$ cat src/verilog/flrc_pkg.sv
// flrc_pkg: offsets, field positions and reset values of the loop ratio registers
// assumes a 16-bit register word addressed by register index
package flrc_pkg;
  localparam int unsigned        FLRC_AW            = 16;
  localparam int unsigned        FLRC_DW            = 16;
  localparam logic [15:0]        FLRC_OFS_ENABLE    = 16'h0171;
  localparam logic [15:0]        FLRC_OFS_INTEGER   = 16'h0172;
  localparam logic [15:0]        FLRC_OFS_NUMER     = 16'h0173;
  localparam logic [15:0]        FLRC_OFS_DENOM     = 16'h0174;
  localparam int unsigned        FLRC_ENA_BIT       = 0;
  localparam int unsigned        FLRC_UPD_BIT       = 15;
  localparam int unsigned        FLRC_INT_W         = 10;
  localparam logic [9:0]         FLRC_INT_RST       = 10'h008;
  localparam logic [15:0]        FLRC_NUMER_RST     = 16'h0018;
  localparam logic [15:0]        FLRC_DENOM_RST     = 16'h007d;
  localparam logic               FLRC_ENA_RST       = 1'b0;
endpackage

$ cat src/verilog/flrc_field.sv
// flrc_field: one ratio field with a staged copy and an applied copy
// assumes clk_sys_i domain; write and apply strobes are single-cycle
`timescale 1ns/100ps
module flrc_field #(
  parameter int unsigned       W   = 16,
  parameter logic [W-1:0]      RST = '0
) (
  input  wire logic            clk_sys_i,
  input  wire logic            sys_rst_i,
  input  wire logic            ce_i,
  input  wire logic            wr_i,
  input  wire logic [W-1:0]    wdata_i,
  input  wire logic            direct_i,
  input  wire logic            apply_i,
  output logic      [W-1:0]    staged_o,
  output logic      [W-1:0]    active_o
);
  typedef struct packed {
    logic [W-1:0] staged;
    logic [W-1:0] active;
  } flrc_fld_s;

  flrc_fld_s st_reg;
  flrc_fld_s st_next;

  always_comb begin
    st_next = st_reg;
    if (wr_i) begin
      st_next.staged = wdata_i;
    end
    // a value written together with the strobe is applied with it
    if (wr_i && (direct_i || apply_i)) begin
      st_next.active = wdata_i; // RQ2 RQ3
    end else if (apply_i) begin
      st_next.active = st_reg.staged; // RQ1
    end
  end

  always_ff @(posedge clk_sys_i) begin
    if (sys_rst_i) begin
      st_reg <= '{staged: RST, active: RST};
    end else if (ce_i) begin
      st_reg <= st_next;
    end
  end

  assign staged_o = st_reg.staged;
  assign active_o = st_reg.active;
endmodule

$ cat src/verilog/flrc_regs.sv
// flrc_regs: enable and ratio registers of the fractional frequency-locked loop
// assumes a synchronous register port on clk_sys_i, one access per cycle
// Functional notes
// RQ1 - While enabled, integer and numerator writes are held until an update strobe applies both.
// RQ2 - While disabled, integer and numerator writes go straight to the loop.
// RQ3 - The update strobe is bit 15 of the integer register and acts only while enabled.
// RQ4 - Software sets the enable bit last, after all other settings.
// RQ5 - The integer multiplier is bits 9:0, unsigned, reset 008h.
// RQ6 - The numerator is bits 15:0 of its register, unsigned, reset 0018h.
// RQ7 - The denominator is bits 15:0 of its register, unsigned, reset 007dh.
// RQ8 - Software picks the sync input ratio code from the sync frequency band.
// RQ9 - Software picks sync gain and bandwidth select from the sync frequency band.
// RQ10 - Software derives the sync integer and fraction from operating and sync frequency.
// RQ11 - Software reduces numerator and denominator by their greatest common divisor.
// RQ12 - In fractional operation numerator and denominator are co-prime.
// RQ13 - Numerator is always below denominator.
// RQ14 - Software sets the sync enable bit last in its sequence.
// RQ15 - The update strobe reads zero and does nothing while disabled.
`timescale 1ns/100ps
module flrc_regs
(
  input  wire logic                         clk_sys_i,
  input  wire logic                         sys_rst_i,
  input  wire logic                         ce_i,
  input  wire logic                         reg_wr_i,
  input  wire logic                         reg_rd_i,
  input  wire logic [flrc_pkg::FLRC_AW-1:0] reg_addr_i,
  input  wire logic [flrc_pkg::FLRC_DW-1:0] reg_wdata_i,
  output logic      [flrc_pkg::FLRC_DW-1:0] reg_rdata_o,
  output logic                              loop_enable_o,
  output logic      [9:0]                   integer_multiplier_o,
  output logic      [15:0]                  fraction_numerator_o,
  output logic      [15:0]                  fraction_denominator_o
);
  import flrc_pkg::*;

  typedef struct packed {
    logic        ena;
    logic [15:0] denom;
    logic [15:0] rdata;
  } flrc_state_s;

  flrc_state_s st_reg;
  flrc_state_s st_next;

  logic        wr_ena;
  logic        wr_int;
  logic        wr_num;
  logic        wr_den;
  logic        apply;
  logic [9:0]  int_staged;
  logic [9:0]  int_active;
  logic [15:0] num_staged;
  logic [15:0] num_active;

  ////////////////////////////////////////////////////////////////////////////
  // address decode

  assign wr_ena = reg_wr_i && (reg_addr_i == FLRC_OFS_ENABLE);
  assign wr_int = reg_wr_i && (reg_addr_i == FLRC_OFS_INTEGER);
  assign wr_num = reg_wr_i && (reg_addr_i == FLRC_OFS_NUMER);
  assign wr_den = reg_wr_i && (reg_addr_i == FLRC_OFS_DENOM);
  // strobe acts only while running; ignored when disabled
  assign apply  = wr_int && reg_wdata_i[FLRC_UPD_BIT] && st_reg.ena; // RQ3 RQ15

  ////////////////////////////////////////////////////////////////////////////
  // staged ratio fields

  flrc_field #(
    .W   (FLRC_INT_W),
    .RST (FLRC_INT_RST)
  ) u_int (
    .clk_sys_i (clk_sys_i),
    .sys_rst_i (sys_rst_i),
    .ce_i      (ce_i),
    .wr_i      (wr_int),
    .wdata_i   (reg_wdata_i[FLRC_INT_W-1:0]), // RQ5
    .direct_i  (!st_reg.ena),
    .apply_i   (apply),
    .staged_o  (int_staged),
    .active_o  (int_active)
  );

  flrc_field #(
    .W   (16),
    .RST (FLRC_NUMER_RST)
  ) u_num (
    .clk_sys_i (clk_sys_i),
    .sys_rst_i (sys_rst_i),
    .ce_i      (ce_i),
    .wr_i      (wr_num),
    .wdata_i   (reg_wdata_i), // RQ6
    .direct_i  (!st_reg.ena),
    .apply_i   (apply),
    .staged_o  (num_staged),
    .active_o  (num_active)
  );

  ////////////////////////////////////////////////////////////////////////////
  // enable, denominator and read path

  always_comb begin
    st_next = st_reg;
    if (wr_ena) begin
      st_next.ena = reg_wdata_i[FLRC_ENA_BIT];
    end
    if (wr_den) begin
      st_next.denom = reg_wdata_i; // RQ7
    end
    st_next.rdata = '0;
    if (reg_rd_i) begin
      unique case (reg_addr_i)
        FLRC_OFS_ENABLE:  st_next.rdata = {15'h0000, st_reg.ena};
        FLRC_OFS_INTEGER: st_next.rdata = {6'h00, int_staged}; // RQ15
        FLRC_OFS_NUMER:   st_next.rdata = num_staged;
        FLRC_OFS_DENOM:   st_next.rdata = st_reg.denom;
        default:          st_next.rdata = '0;
      endcase
    end
  end

  always_ff @(posedge clk_sys_i) begin
    if (sys_rst_i) begin
      st_reg <= '{ena: FLRC_ENA_RST, denom: FLRC_DENOM_RST, rdata: 16'h0000};
    end else if (ce_i) begin
      st_reg <= st_next;
    end
  end

  assign reg_rdata_o            = st_reg.rdata;
  assign loop_enable_o          = st_reg.ena;
  assign integer_multiplier_o   = int_active;
  assign fraction_numerator_o   = num_active;
  assign fraction_denominator_o = st_reg.denom;

  ////////////////////////////////////////////////////////////////////////////
  // checks

  property p_hold_while_enabled;
    @(posedge clk_sys_i) disable iff (sys_rst_i)
      (ce_i && st_reg.ena && wr_num && !apply) |=> $stable(fraction_numerator_o);
  endproperty
  a_hold_while_enabled: assert property (p_hold_while_enabled) // RQ1
    else $error("numerator changed without update strobe");

  property p_apply_both;
    @(posedge clk_sys_i) disable iff (sys_rst_i)
      (ce_i && apply) |=> (integer_multiplier_o == $past(reg_wdata_i[9:0]))
                          && (fraction_numerator_o == $past(num_staged));
  endproperty
  a_apply_both: assert property (p_apply_both) // RQ3
    else $error("update strobe did not apply staged values");

  property p_direct_write;
    @(posedge clk_sys_i) disable iff (sys_rst_i)
      (ce_i && !st_reg.ena && wr_int) |=>
        (integer_multiplier_o == $past(reg_wdata_i[9:0]));
  endproperty
  a_direct_write: assert property (p_direct_write) // RQ2
    else $error("direct integer write not applied");

  property p_int_hold;
    @(posedge clk_sys_i) disable iff (sys_rst_i)
      (ce_i && st_reg.ena && !apply) |=> $stable(integer_multiplier_o);
  endproperty
  a_int_hold: assert property (p_int_hold) // RQ1
    else $error("integer changed while running without strobe");

  property p_denom_write;
    @(posedge clk_sys_i) disable iff (sys_rst_i)
      (ce_i && wr_den) |=> (fraction_denominator_o == $past(reg_wdata_i));
  endproperty
  a_denom_write: assert property (p_denom_write) // RQ7
    else $error("denominator write lost");

  property p_strobe_reads_zero;
    @(posedge clk_sys_i) disable iff (sys_rst_i)
      (ce_i && reg_rd_i && reg_addr_i == FLRC_OFS_INTEGER) |=> !reg_rdata_o[15];
  endproperty
  a_strobe_reads_zero: assert property (p_strobe_reads_zero) // RQ15
    else $error("update strobe read back as one");

  property p_num_readback;
    @(posedge clk_sys_i) disable iff (sys_rst_i)
      (ce_i && wr_num) ##1 (ce_i && reg_rd_i && reg_addr_i == FLRC_OFS_NUMER)
        |=> (reg_rdata_o == $past(reg_wdata_i, 2));
  endproperty
  a_num_readback: assert property (p_num_readback) // RQ6
    else $error("numerator readback wrong");

  property p_enable_follows;
    @(posedge clk_sys_i) disable iff (sys_rst_i)
      (ce_i && wr_ena) |=> (loop_enable_o == $past(reg_wdata_i[0]));
  endproperty
  a_enable_follows: assert property (p_enable_follows) // RQ2
    else $error("enable bit write lost");

  property p_direct_numer;
    @(posedge clk_sys_i) disable iff (sys_rst_i)
      (ce_i && !st_reg.ena && wr_num) |=> (fraction_numerator_o == $past(reg_wdata_i));
  endproperty
  a_direct_numer: assert property (p_direct_numer) // RQ2
    else $error("direct numerator write not applied");

  property p_strobe_ignored_off;
    @(posedge clk_sys_i) disable iff (sys_rst_i)
      (ce_i && !st_reg.ena && wr_int && reg_wdata_i[FLRC_UPD_BIT]) |=>
        ($stable(fraction_numerator_o) && !loop_enable_o);
  endproperty
  a_strobe_ignored_off: assert property (p_strobe_ignored_off) // RQ15
    else $error("update strobe acted while disabled");

  property p_int_readback;
    @(posedge clk_sys_i) disable iff (sys_rst_i)
      (ce_i && reg_rd_i && reg_addr_i == FLRC_OFS_INTEGER) |=> (reg_rdata_o[15:10] == 6'h00);
  endproperty
  a_int_readback: assert property (p_int_readback) // RQ5
    else $error("integer register upper bits read back nonzero");

  property p_reset_values;
    @(posedge clk_sys_i)
      sys_rst_i |=> (!loop_enable_o && (integer_multiplier_o == FLRC_INT_RST)
                     && (fraction_numerator_o == FLRC_NUMER_RST)
                     && (fraction_denominator_o == FLRC_DENOM_RST));
  endproperty
  a_reset_values: assert property (p_reset_values) // RQ5 RQ6 RQ7
    else $error("ratio outputs not at reset values");

  property p_enable_no_apply;
    @(posedge clk_sys_i) disable iff (sys_rst_i)
      (ce_i && wr_ena) |=> ($stable(integer_multiplier_o) && $stable(fraction_numerator_o));
  endproperty
  a_enable_no_apply: assert property (p_enable_no_apply) // RQ1
    else $error("enable write changed applied ratio");
endmodule

$ cat config.mk
export PLATFORM = sky130hd
export DESIGN_NAME = flrc_regs
export DESIGN_NICKNAME = d
export VERILOG_FILES = /design/src/verilog/flrc_pkg.sv /design/src/verilog/flrc_field.sv /design/src/verilog/flrc_regs.sv
export SDC_FILE = /design/constraint.sdc
export NUM_CORES = 1
export LEC_CHECK = 0
export BUFFER_PORTS_ARGS = -buffer_cell sky130_fd_sc_hd__buf_2
export CAP_MARGIN = 30
export CELL_PAD_IN_SITES_DETAIL_PLACEMENT = 1
export CELL_PAD_IN_SITES_GLOBAL_PLACEMENT = 1
export CORE_UTILIZATION = 41
export CTS_CLUSTER_DIAMETER = 100
export DETAILED_ROUTE_END_ITERATION = 16
export GPL_ROUTABILITY_DRIVEN = 0
export PLACE_DENSITY = 0.85
export SYNTH_ARGS = -nofsm -noshare
export SYNTH_HDL_FRONTEND = slang
export SYNTH_SLANG_ARGS = --single-unit
$ cat constraint.sdc
create_clock -name clk_sys_i -period 4.7 [get_ports clk_sys_i]
set_input_delay 0.705 -clock clk_sys_i [delete_from_list [all_inputs] [get_ports clk_sys_i]]
set_output_delay 0.705 -clock clk_sys_i [all_outputs]
set_load 0.1 [all_outputs]
# Word-level counts from Yosys, hierarchy flattened
# Index checks and enable logic that the tools add are counted.
[word_totals]
register_bits = 85
inputBits = 37
word_cells = 35
[classes]
n_eq_ne = 4
muxes = 6
reduce_logical = 18
[ops]
columns = ["op", "n"]
rows = [
  ["$eq A16 B9 Y1 const B", 4],
  ["$pmux W16 S4", 1],
  ["$mux W16", 3],
  ["$mux W10", 2],
  ["$reduce_and A2 Y1", 6],
  ["$logic_and A1 B1 Y1", 8],
  ["$reduce_bool A2 Y1", 2],
  ["$logic_not A1 Y1", 1],
  ["$logic_or A1 B1 Y1", 1],
]

# Depth between registers and ports, before layout
[depth]
word_depth = 8
depth_mapped = 8
mapped_depth_nobuf = 5

# Cells and area by module
# Synthesis repeated with hierarchy kept, for this count alone.
[hier_totals]
hier_cells = 431
area_unflattened_um2 = 3941.3
[by_module_without_submodules]
columns = ["mod", "instances", "cells_per_inst", "area_per_inst_um2", "seq_area_each_um2"]
rows = [
  ["flrc_regs", 1, 172, 1662.8, 660.6],
  ["flrc_field (u_num)", 1, 166, 1403.8, 640.6],
  ["flrc_field (u_int)", 1, 93, 874.6, 400.4],
]

# Least setup slack after synthesis
# Ideal clock, no wire load.
[synth_timing]
kind = "input to register"
from = "input reg_addr_i[9] in the netlist's numbering"
to = "register st_reg, in the netlist reg_rdata_o[6]"
setup_time_ps = 60
arrival_time_ps = 2732
t_required_ps = 4640
path_slack_ps = 1908
cell_stages = 8
path_buffers = 3
path_cell_list = "or4b_1 -> buf_2 -> or3_4 -> or4_4 -> buf_6 -> buf_6 -> a21oi_1 -> a21o_1"
[synth_between]
elab_chain_cells = 3
[synth_lines]
columns = ["element", "line_no", "rtl"]
rows = [
  ["from (decl)", "flrc_regs.sv:27", "input wire logic [flrc_pkg::FLRC_AW-1:0] reg_addr_i,"],
  ["$eq A16 B9 Y1", "flrc_regs.sv:112", "unique case (reg_addr_i)"],
  ["$pmux W16 S4 (*)", "flrc_regs.sv:112", ""],
  ["$mux W16 (*)", "flrc_regs.sv:111", "if (reg_rd_i) begin"],
  ["to (signal assigned)", "flrc_regs.sv:124", "st_reg <= '{ena: FLRC_ENA_RST, denom: FLRC_DENOM_RST, rdata: 16'h0000};"],
  ["to (signal assigned)", "flrc_regs.sv:126", "st_reg <= st_next;"],
  ["to (decl)", "flrc_regs.sv:43", "flrc_state_s st_reg;"],
]
# Every way passes the cells marked *; elsewhere a longest branch is shown, timed or not.
# A chain may end at the register's enable or synchronous reset.

# Worst setup path in the final report
[layout_timing]
from = "input reg_addr_i[9] in the netlist's numbering"
to = "register u_int.st_reg, in the netlist u_int.active_o[9]"
[layout_between]
elab_chain_cells = 8
[layout_lines]
columns = ["element", "line_no", "rtl"]
rows = [
  ["$eq A16 B9 Y1 (*)", "flrc_regs.sv:60", "assign wr_int = reg_wr_i && (reg_addr_i == FLRC_OFS_INTEGER);"],
  ["$logic_and A1 B1 Y1 (*)", "flrc_regs.sv:60", ""],
  ["$logic_and A1 B1 Y1 (2 in series)", "flrc_regs.sv:64", "assign apply = wr_int && reg_wdata_i[FLRC_UPD_BIT] && st_reg.ena;"],
  ["$logic_or A1 B1 Y1", "flrc_field.sv:32", "if (wr_i && (direct_i || apply_i)) begin"],
  ["$logic_and A1 B1 Y1", "flrc_field.sv:32", ""],
  ["$reduce_bool A2 Y1 (no source line)", "n/a", ""],
  ["$reduce_and A2 Y1 (no source line)", "n/a", ""],
  ["to (signal assigned)", "flrc_field.sv:41", "st_reg <= '{staged: RST, active: RST};"],
  ["to (signal assigned)", "flrc_field.sv:43", "st_reg <= st_next;"],
  ["to (decl)", "flrc_field.sv:23", "flrc_fld_s st_reg;"],
]
# Marks and branches as above.

==> run metrics <==
CTS tree yes; clock skew 0.01005 ns; Synth-to-Final Area Change 21.51%; clock root buffer master clkbuf_8; leakage power total 0.001902 µW; routed vias/inst 5.553; postcts setup bufs 0; crit path kind input pin to flop; RSZ-0062 raised after global routing false; DR DRC count 0; initial antenna violation count 0; Inserted Clock Buffers 9; die area 8887 µm²; Yosys top cell by area dfxtp_1; Worst EP required 4.92 ns; worst slack at placement 1.113 ns; grt ovf 0; Top FF cell, synth dfxtp_1; CORE AREA 8217 µm²; H-tree depth 3; Initial Utilization 42.49%; status complete, no violations; final WL 10520 µm; hpwl dp 7512 µm; average wire per standard cell 17.86 µm; first-pass GRT wire length 16530 µm; ANT cells 0; vias in the first global route 3228; clock buffer depth 2; WP data arrival 3.48 ns; Site Rows 33; Power Density 299.2 nW/µm²; Worst Tran Pin Value 0.9954 ns; Total Power 1269 µW; Final ANT Viol Nets 0; ys async rst share 0%; worst min-delay path class flop to flop; number of cells after detailed placement 575; largest net degree at the start of global routing 59; # setup viols final 0; Die H 94.27 µm; Max Slew Vio Count 0; drt pass-1 iters 4; DR iter-0 viols 211; Setup TNS 0 ns; area of the mapped netlist 3491 µm²; gate count after technology mapping 394; final hold vios 0; worst skew pair latency 0.36 ns; Worst Setup End Kind flop; max-cap violation count 0; Netlist cell types 38; GR Util All Layers 24.52%; number of synthesized flops with an enable pin 0; Syn Area/Cell 8.860 µm²; IO Pins 96; Max Fclk 307.0 MHz; Peak supply drop 0.1367 mV; Worst-path clk slew 0.09 ns; via count 3271; crit-path max FO 10; Total Nets Final 518; sequential element share of the synthesized area 48.75%; layout cells sized above 1 27.07%; leading post-synthesis cells by cell area dfxtp_1 49%, nand2_1 10%, mux2i_1 7.2%; Final period util 69.31%; Yosys top cell area share 48.75%; Syn Nets 431; #FFs+latches synth 85; min cycle time layout 3.257 ns; most common cell after layout, fill and taps aside buf_2; Syn. warnings 0; Slew HR 33.50%; Buffers on Ports 95; startpoint types input pin; hold_buf cts 0; Finished Layout Cells 589; Sink Count 85; Die W 94.27 µm; PnR worst setup slack 1.443 ns; post-layout util 51.62%; most frequent cells in the layout 95 x buf_2, 93 x nand2_1, 85 x dfxtp_1; Resized Gates After CTS 0
[sequential cells by signal, summed over array words and instances (netlist names)]
signal / flops
u_num.staged_o: 16
fraction_denominator_o: 16
u_int.active_o: 10
u_num.active_o: 16
loop_enable_o: 1
u_int.staged_o: 10
reg_rdata_o: 16
[critical path, stage by stage]
cell and delay [ns]:
buf_2 0.10, or4b_1 0.67, nor4_2 0.80, buf_4 0.28
nand3_1 0.50, mux2i_1 0.36, nor2_1 0.07
[metal layers]
layer | wire length (µm) | global-route usage, % | part of all wire, % | up-vias
met5 | 0 | 0 | 0 | -
met4 | 113 | 7.821 | 1.1 | 0
met3 | 565 | 3.722 | 5.4 | 9
met2 | 4952 | 39.43 | 47 | 103
met1 | 4886 | 33.45 | 46 | 1614
li1 | - | - | - | 1545
[Yosys cell counts (3+ instances only)]
cell / instances
a21o_1: 9
a21oi_1: 45
a22oi_1: 15
clkbuf_1: 24
dfxtp_1: 85
inv_1: 3
mux2_2: 4
mux2i_1: 25
nand2_1: 93
nand2b_1: 3
nand3_1: 11
nand3b_1: 10
nor2_1: 14
nor4_1: 3
o21ai_1: 7
o2bb2ai_1: 13
[cells by family after synthesis]
kind of cell              synth area share (%)
muxes                                    8.459
and+or+nand+nor                          21.97
xor gates and xnor gates                0.2509
buffers and inverters                    3.835
DFF                                      48.75
AOI/OAI and AO/OA                        16.74
[final cells by class]
type / instances / area [µm²]
multi-input combinational: 278 / 1665
inverter: 3 / 11.26
sequential: 85 / 1702
clock buffer: 9 / 123.9
fill: 1020 / 3975
tap: 105 / 131.4
timing repair buffer: 104 / 554.3
clock inverter: 5 / 53.80
[metrics by stage]
step	area (µm²)	hold slack, ns
2_1_floorplan	3491	0.4320
3_3_place_gp	4030	0.4306
4_1_cts	4242	0.4549
6_report	4242	0.4518
5_1_grt	4242	0.4702
3_5_place_dp	4064	0.4361
[where the power goes]
group          switching [µW]  internal (µW)  total (µW)
clock                     258            238         497
sequential            0.00183            719         719
combinational            34.7           18.5        53.2
[path summary, 6_finish.rpt]
path,end,cells after the start,slack (ns),start
worst min register to register,reg_rdata_o[1],1,0.45,reg_rdata_o[1]
worst max-delay path,u_int.active_o[9],7,1.44,reg_addr_i[9]
worst min-delay path,reg_rdata_o[1],1,0.45,reg_rdata_o[1]
worst max register to register,u_num.active_o[3],5,2.74,loop_enable_o
No activity file was read; power rests on OpenSTA's default activity.
